--- src/logic/addr_mode_defines.vh ---
// Constants for the operand addressing mode unit
`ifndef ADDR_MODE_DEFINES_VH
`define ADDR_MODE_DEFINES_VH
`define INSTR_COUNT       8'd62
`define MODE_INH          3'd0
`define MODE_IMM          3'd1
`define MODE_DIR          3'd2
`define MODE_EXT          3'd3
`define MODE_IX           3'd4
`define MODE_IX1          3'd5
`define MODE_IX2          3'd6
`define MODE_REL          3'd7
`define GRP_REGMEM        3'd0
`define GRP_RMW           3'd1
`define GRP_JUMP          3'd2
`define GRP_BIT           3'd3
`define GRP_CTRL          3'd4
`define UNSIGNED_MULTIPLY_OP 8'h42
`define ZERO_PAGE_HI      8'h00
`endif

--- src/logic/cpu_addressing_mode_unit.v ---
// Opcode decode, operand address generation, branch target and unsigned multiply
`timescale 1ns/1ps
// Function
// - Opcode map covers 62 instructions, the legacy set plus unsigned multiply.
// - Multiply accumulator by index; high byte to index, low byte to accumulator.
// - Exactly eight addressing modes are decoded.
// - Inherent instructions are one byte and produce no operand address.
// - Immediate instructions are two bytes; second byte is the literal operand.
// - Direct is two bytes, three for bit-test branches; high address byte forced to zero.
// - Extended is three bytes; second byte high address, third low.
// - Indexed no offset is one byte; address is zero-extended index.
// - Indexed 8-bit offset is two bytes; index plus unsigned byte.
// - Indexed 16-bit offset is three bytes; index plus high-then-low offset.
// - Branch taken adds sign-extended offset to address of next instruction.
// - Branch not taken continues at the instruction after the branch.
// - Every opcode falls into one of five instruction groups.
`include "addr_mode_defines.vh"
module cpu_addressing_mode_unit
(
  input  wire        clk_sys,
  input  wire        rst,
  input  wire        decode_req,
  input  wire [7:0]  opcode,
  input  wire [7:0]  operand1,
  input  wire [7:0]  operand2,
  input  wire [15:0] pc_of_opcode,
  input  wire [7:0]  acc_in,
  input  wire [7:0]  idx_in,
  input  wire        branch_cond,
  output reg         decode_valid,
  output reg  [2:0]  addr_mode,
  output reg  [2:0]  instr_group,
  output reg  [1:0]  instr_length,
  output reg         has_ea,
  output reg  [15:0] eff_addr,
  output reg  [7:0]  imm_data,
  output reg         is_branch,
  output reg         branch_taken,
  output reg  [15:0] next_pc,
  output reg         is_multiply,
  output reg  [7:0]  acc_out,
  output reg  [7:0]  idx_out,
  output reg         illegal_op
);

  // Mode from opcode column; bit ops in 0x0-0x1 rows use direct or direct+relative
  function [2:0] mode_of;
    input [7:0] op;
    begin
      case (op[7:4])
        4'h0: mode_of = `MODE_DIR;
        4'h1: mode_of = `MODE_DIR;
        4'h2: mode_of = `MODE_REL;
        4'h3: mode_of = `MODE_DIR;
        4'h4: mode_of = `MODE_INH;
        4'h5: mode_of = `MODE_INH;
        4'h6: mode_of = `MODE_IX1;
        4'h7: mode_of = `MODE_IX;
        4'h8: mode_of = `MODE_INH;
        4'h9: mode_of = `MODE_INH;
        4'ha:
        begin
          if (op[3:0] == 4'hd)
            mode_of = `MODE_REL;
          else
            mode_of = `MODE_IMM;
        end
        4'hb: mode_of = `MODE_DIR;
        4'hc: mode_of = `MODE_EXT;
        4'hd: mode_of = `MODE_IX2;
        4'he: mode_of = `MODE_IX1;
        4'hf: mode_of = `MODE_IX;
        default: mode_of = `MODE_INH;
      endcase
    end
  endfunction

  // Jumps and subroutine calls share the memory columns with the register/memory group
  function [2:0] group_of;
    input [7:0] op;
    begin
      case (op[7:4])
        4'h0: group_of = `GRP_BIT;
        4'h1: group_of = `GRP_BIT;
        4'h2: group_of = `GRP_JUMP;
        4'h3: group_of = `GRP_RMW;
        4'h4:
        begin
          if (op == `UNSIGNED_MULTIPLY_OP)
            group_of = `GRP_REGMEM;
          else
            group_of = `GRP_RMW;
        end
        4'h5: group_of = `GRP_RMW;
        4'h6: group_of = `GRP_RMW;
        4'h7: group_of = `GRP_RMW;
        4'h8: group_of = `GRP_CTRL;
        4'h9: group_of = `GRP_CTRL;
        default:
        begin
          case (op[3:0])
            4'hc, 4'hd: group_of = `GRP_JUMP;
            default: group_of = `GRP_REGMEM;
          endcase
        end
      endcase
    end
  endfunction

  // Read-modify-write columns share the same unused slots
  function rmw_gap_of;
    input [3:0] lo;
    begin
      case (lo)
        4'h1, 4'h2, 4'h5, 4'hb, 4'he: rmw_gap_of = 1'b1;
        default: rmw_gap_of = 1'b0;
      endcase
    end
  endfunction

  // Plain branches and bit-test branches both end in a relative offset
  function is_branch_of;
    input [7:0] op;
    begin
      is_branch_of = (mode_of(op) == `MODE_REL) || (op[7:4] == 4'h0);
    end
  endfunction

  // Holes in the legacy map plus the multiply slot; holes still decode by column
  function legal_of;
    input [7:0] op;
    begin
      case (op[7:4])
        4'h3, 4'h6, 4'h7: legal_of = !rmw_gap_of(op[3:0]);
        4'h4, 4'h5: legal_of = (op == `UNSIGNED_MULTIPLY_OP) || !rmw_gap_of(op[3:0]);
        4'h8:
        begin
          case (op[3:0])
            4'h0, 4'h1, 4'h3, 4'he, 4'hf: legal_of = 1'b1;
            default: legal_of = 1'b0;
          endcase
        end
        4'h9:
        begin
          case (op[3:0])
            4'h7, 4'h8, 4'h9, 4'ha, 4'hb, 4'hc, 4'hd, 4'hf: legal_of = 1'b1;
            default: legal_of = 1'b0;
          endcase
        end
        4'ha:
        begin
          case (op[3:0])
            4'h7, 4'hc, 4'he: legal_of = 1'b0;
            default: legal_of = 1'b1;
          endcase
        end
        default: legal_of = 1'b1;
      endcase
    end
  endfunction

  reg  [2:0]  mode_nxt;
  reg  [1:0]  len_nxt;
  reg  [15:0] ea_nxt;
  reg         has_ea_nxt;
  reg         bit_branch;
  reg  [15:0] seq_pc;
  reg  [7:0]  rel_off;
  wire [15:0] product;
  reg         branch_nxt;
  reg         taken_nxt;
  reg  [2:0]  group_nxt;
  reg         illegal_nxt;
  reg         mul_nxt;
  reg  [15:0] npc_nxt;
  reg  [7:0]  acc_nxt;
  reg  [7:0]  idx_nxt;

  // Multiplier is sized to the full 16-bit product so no high bits are lost
  assign product = acc_in * idx_in;

  always @*
  begin
    mode_nxt   = mode_of(opcode);
    bit_branch = (opcode[7:4] == 4'h0);
    len_nxt    = 2'd1;
    ea_nxt     = 16'h0000;
    has_ea_nxt = 1'b1;
    rel_off    = operand1;
    case (mode_nxt)
      `MODE_INH:
      begin
        len_nxt    = 2'd1;
        has_ea_nxt = 1'b0;
      end
      `MODE_IMM:
      begin
        len_nxt    = 2'd2;
        has_ea_nxt = 1'b0;
      end
      `MODE_DIR:
      begin
        len_nxt = bit_branch ? 2'd3 : 2'd2;
        ea_nxt  = {`ZERO_PAGE_HI, operand1};
        rel_off = operand2;
      end
      `MODE_EXT:
      begin
        len_nxt = 2'd3;
        ea_nxt  = {operand1, operand2};
      end
      `MODE_IX:
      begin
        len_nxt = 2'd1;
        ea_nxt  = {`ZERO_PAGE_HI, idx_in};
      end
      `MODE_IX1:
      begin
        len_nxt = 2'd2;
        ea_nxt  = {8'h00, idx_in} + {8'h00, operand1};
      end
      `MODE_IX2:
      begin
        len_nxt = 2'd3;
        ea_nxt  = {operand1, operand2} + {8'h00, idx_in};
      end
      `MODE_REL:
      begin
        len_nxt    = 2'd2;
        has_ea_nxt = 1'b0;
      end
      default:
      begin
        len_nxt = 2'd1;
      end
    endcase
    seq_pc = pc_of_opcode + {14'h0000, len_nxt};
  end

  // Branch reach is measured from the next instruction, so the offset is added to seq_pc
  always @*
  begin
    branch_nxt  = is_branch_of(opcode);
    taken_nxt   = branch_nxt && branch_cond;
    group_nxt   = group_of(opcode);
    illegal_nxt = !legal_of(opcode);
    mul_nxt     = (opcode == `UNSIGNED_MULTIPLY_OP);
    if (taken_nxt)
      npc_nxt = seq_pc + {{8{rel_off[7]}}, rel_off};
    else
      npc_nxt = seq_pc;
    // Only the multiply opcode replaces A and X; every other opcode passes them through
    if (mul_nxt)
    begin
      idx_nxt = product[15:8];
      acc_nxt = product[7:0];
    end
    else
    begin
      idx_nxt = idx_in;
      acc_nxt = acc_in;
    end
  end

  // Every field loads on the same edge so the core never sees a half-updated decode
  always @(posedge clk_sys)
  begin
    if (rst)
    begin
      decode_valid <= 1'b0;
      addr_mode    <= `MODE_INH;
      instr_group  <= `GRP_CTRL;
      instr_length <= 2'd1;
      has_ea       <= 1'b0;
      eff_addr     <= 16'h0000;
      imm_data     <= 8'h00;
      is_branch    <= 1'b0;
      branch_taken <= 1'b0;
      next_pc      <= 16'h0000;
      is_multiply  <= 1'b0;
      acc_out      <= 8'h00;
      idx_out      <= 8'h00;
      illegal_op   <= 1'b0;
    end
    else
    begin
      decode_valid <= decode_req;
      if (decode_req)
      begin
        addr_mode    <= mode_nxt;
        instr_group  <= group_nxt;
        instr_length <= len_nxt;
        has_ea       <= has_ea_nxt;
        eff_addr     <= ea_nxt;
        imm_data     <= operand1;
        is_branch    <= branch_nxt;
        branch_taken <= taken_nxt;
        next_pc      <= npc_nxt;
        is_multiply  <= mul_nxt;
        acc_out      <= acc_nxt;
        idx_out      <= idx_nxt;
        illegal_op   <= illegal_nxt;
      end
    end
  end

endmodule // cpu_addressing_mode_unit

--- config.mk ---
export PLATFORM = sky130hd
export DESIGN_NAME = cpu_addressing_mode_unit
export DESIGN_NICKNAME = d
export VERILOG_FILES = /design/src/logic/cpu_addressing_mode_unit.v
export VERILOG_INCLUDE_DIRS = /design/src /design/src/logic
export SDC_FILE = /design/constraint.sdc
export NUM_CORES = 1
export LEC_CHECK = 0
export BUFFER_PORTS_ARGS = -buffer_cell sky130_fd_sc_hd__buf_2
export CORE_MARGIN = 8
export CORE_UTILIZATION = 29
export CTS_CLUSTER_DIAMETER = 30
export CTS_CLUSTER_SIZE = 28
export DETAILED_ROUTE_END_ITERATION = 10
export HOLD_SLACK_MARGIN = 0.15
export PLACE_DENSITY = 0.47
export SYNTH_ARGS = -nofsm -noshare
export SYNTH_HDL_FRONTEND = slang
export SYNTH_SLANG_ARGS = --single-unit
--- constraint.sdc ---
create_clock -name clk_sys -period 6.4 [get_ports clk_sys]
set_input_delay 0.96 -clock clk_sys [delete_from_list [all_inputs] [get_ports clk_sys]]
set_output_delay 0.96 -clock clk_sys [all_outputs]
set_load 0.02 [all_outputs]
==> metrics <==
chip height 171 um; area delta synth->final 17.6%; Worst Path Required 6630 ps; Hold Slack roughly 460 ps; diodes inserted 0; Final Power approximately 1800 uW; CP startpoint kind primary input; Num CTS Buffers 9; die area approximately 29000 um^2; Design Area, Final 8240 um^2; total wire length 23400 um; Max Slew Vio Count 0; Layout Cells excl Fill 1308; Critical Path Fanout Max 12; Setup crit end kind flop; clock period minus worst slack 4820 ps; Root Buffer clkbuf_16; core area 24000 um^2; slowest CP cell fa_1; DRC Markers 0; Clock Skews 0 ps; clock sinks 70; Largest stage delay, worst path roughly 550 ps; clk buf depth 2; WS Path Type in2reg; Net Count, Synth roughly 1000; final hold vios 0; synthesized flop and latch total 70; Worst IR Drop VDD 112 uV; fraction of layout instances using a drive strength above 1 between 15 and 20%; Final #Nets 1149; DR pass1 iterations 5; TritonCTS clock tree done; Top Ports 130; Yosys warnings 0; dpl cells 1293; Multi-input gate area 5210 um^2; Starting Density 29.2%; Final ANT Viol Nets 0; sequential fraction of the synthesis area 20.0%; Max-Cap Viols 0; dpl hpwl 18200 um; via count 6579; Post-CTS Hold Fix Bufs 0; Post-synth EDFFs 0; fin crit share approximately three quarters; distinct cell type count after synthesis 66; Die Wd 171 um; worst hold path class reg2reg; vias in the first global route 6507; Fillers 2583; Setup violations, final 0; first-pass GRT wire length 37300 um; Reg clk slew, reported paths 60 ps; RSZ-0062 raised after global routing no; Resized cells post-CTS 0; outcome finished, final reports clean; Cells after Synth around 880; initial antenna violation count 0; setup bufs post-CTS 0; leakage power 0.00386 uW; Max Fclk approximately 210 MHz; flip-flop and latch area 1400 um^2; Rel. slew slack 44.2%; routability cong. 0.810; Congestion Overflow GR 0; worst slew pin tran 836 ps; Via density 5.03; IO Port Bufs between 100 and 150; Worst EP arrival 5050 ps; CP bufs+invs 2; Worst path most repeated cell fa_1; Synth Flop Type dfxtp_1; Tot GR Track Use between 15 and 20%; CP Cell Sequence buf_2, nand2_1, fa_1, inv_1, fa_1, fa_1, fa_1, ha_1, o21ai_0, nand2b_1, a21oi_1, a31oi_1, a2111oi_0, o21a_1, o21ai_1; Post-Syn Area 7010 um^2; clock network latency to the later pin of the worst-skew pair 340 ps; ys async rst share 0%; Avg Inst Size Synth 7.99 um^2; Setup TNS 0 ps; pwr dens about 220 nW/um^2; WL/cell 17.9 um; area post-placement 7960 um^2; Top delay family on crit path adder cells; Initial DRC Count 380; largest net degree at the start of global routing 59; CTS H-tree depth 3; num rows 57
## registers in the layout (all words and copies together), names as in the netlist
name / flops
acc_out: 8
illegal_op: 1
is_multiply: 1
instr_length: 2
branch_taken: 1
idx_out: 8
has_ea: 1
imm_data: 8
is_branch: 1
instr_group: 3
next_pc: 16
decode_valid: 1
eff_addr: 16
addr_mode: 3
## layer usage
metal,wire length (um),GRT usage [%],vias to the layer above
li1,-,-,3303
met1,11600,22.7,3114
met2,10200,24.9,147
met3,1320,3.44,15
met4,245,3.59,0
met5,0,0,-
## layout by cell type, fill, tap and decap left out, types with 9 or more instances in the layout
cell type | synthesis | layout
buf_2 | 4 | 129
nand2_1 | 111 | 111
dfxtp_1 | 70 | 70
nor2_1 | 69 | 69
ha_1 | 69 | 69
a21oi_1 | 67 | 67
inv_1 | 57 | 57
fa_1 | 40 | 40
and2_1 | 33 | 33
o21ai_0 | 32 | 32
xor2_1 | 26 | 26
nand3_1 | 20 | 20
xnor2_1 | 19 | 19
nor3_1 | 17 | 17
a311oi_1 | 17 | 17
mux2i_1 | 15 | 15
a21o_1 | 15 | 15
nand4_1 | 11 | 11
nand2b_1 | 11 | 11
buf_4 | 0 | 11
o21bai_1 | 10 | 10
clkbuf_16 | 0 | 9
## kinds of logic after synthesis
logic type | count (synthesis) | synth area share (%)
compound gates | 211 | 20.0
buf+inv | 105 | 5.70
simple gates | 314 | 21.5
xor+xnor | 45 | 5.63
fa+ha+maj | 109 | 23.8
mux | 23 | 3.43
flops | 70 | 20.0
## worst reg2reg max path, stage by stage (launching register included)
cell and delay, ps:
dfxtp_1 310, nand2_1 90, nand3_1 80, a221oi_1 210, a221oi_1 120
## power breakdown
part | switching [uW] | internal (uW) | leakage (uW)
clock | 210 | 300 | 0.000145
sequential | 14.3 | 462 | 0.000576
combinational | 489 | 337 | 0.00313
total | 714 | 1100 | 0.00386
## worst paths after layout
path | start | endpoint | slack, ps | depth (start not counted)
hold / removal | eff_addr[14] | eff_addr[14] | 460 | 2
setup reg to reg | eff_addr[6] | eff_addr[6] | 5430 | 4
setup / recovery | idx_in[7] | idx_out[7] | 1580 | 15
hold reg to reg | eff_addr[14] | eff_addr[14] | 460 | 2
## cells in the mapped netlist, types with 5 or more instances
cell | count | area share, %
xnor2_1 | 19 | 2.4
nand4_1 | 11 | 0.98
or3_1 | 7 | 0.62
xor2_1 | 26 | 3.3
mux2_2 | 8 | 1.3
a31oi_1 | 5 | 0.45
a21oi_1 | 67 | 4.8
ha_1 | 69 | 12
a21o_1 | 15 | 1.6
dfxtp_1 | 70 | 20
nor3_1 | 17 | 1.2
fa_1 | 40 | 11
nand2b_1 | 11 | 0.98
o21bai_1 | 10 | 1.1
o211ai_1 | 5 | 0.54
nand2_1 | 111 | 5.9
o21ai_0 | 32 | 2.3
a211oi_1 | 5 | 0.54
o21a_1 | 5 | 0.54
and3_1 | 7 | 0.62
inv_1 | 57 | 3.1
nor2_1 | 69 | 3.7
a222oi_1 | 6 | 0.86
nand3_1 | 20 | 1.4
mux2i_1 | 15 | 2.1
nor2b_1 | 8 | 0.71
nor4_1 | 8 | 0.71
and2_1 | 33 | 2.9
clkbuf_1 | 41 | 2.2
a311oi_1 | 17 | 2.1
a32oi_1 | 6 | 0.75
## area by class of cell
cell class	instances	area share, %
inverters	57	2.60
well taps	324	4.92
clock buffers	9	2.73
multi-input cells	702	63.2
clock inverters	6	0.759
flip-flops and latches	70	17.0
repair buffers	140	8.83
## through the flow
stage | util [%] | setup slack [ps]
finish | 34.3 | 1580
global route | 34.3 | 1210
CTS | 34.3 | 1600
detailed placement | 33.1 | 1250
global placement | 33.1 | 1280
floorplan | - | 1490
Note: power is estimated with default switching activity, not from simulation.
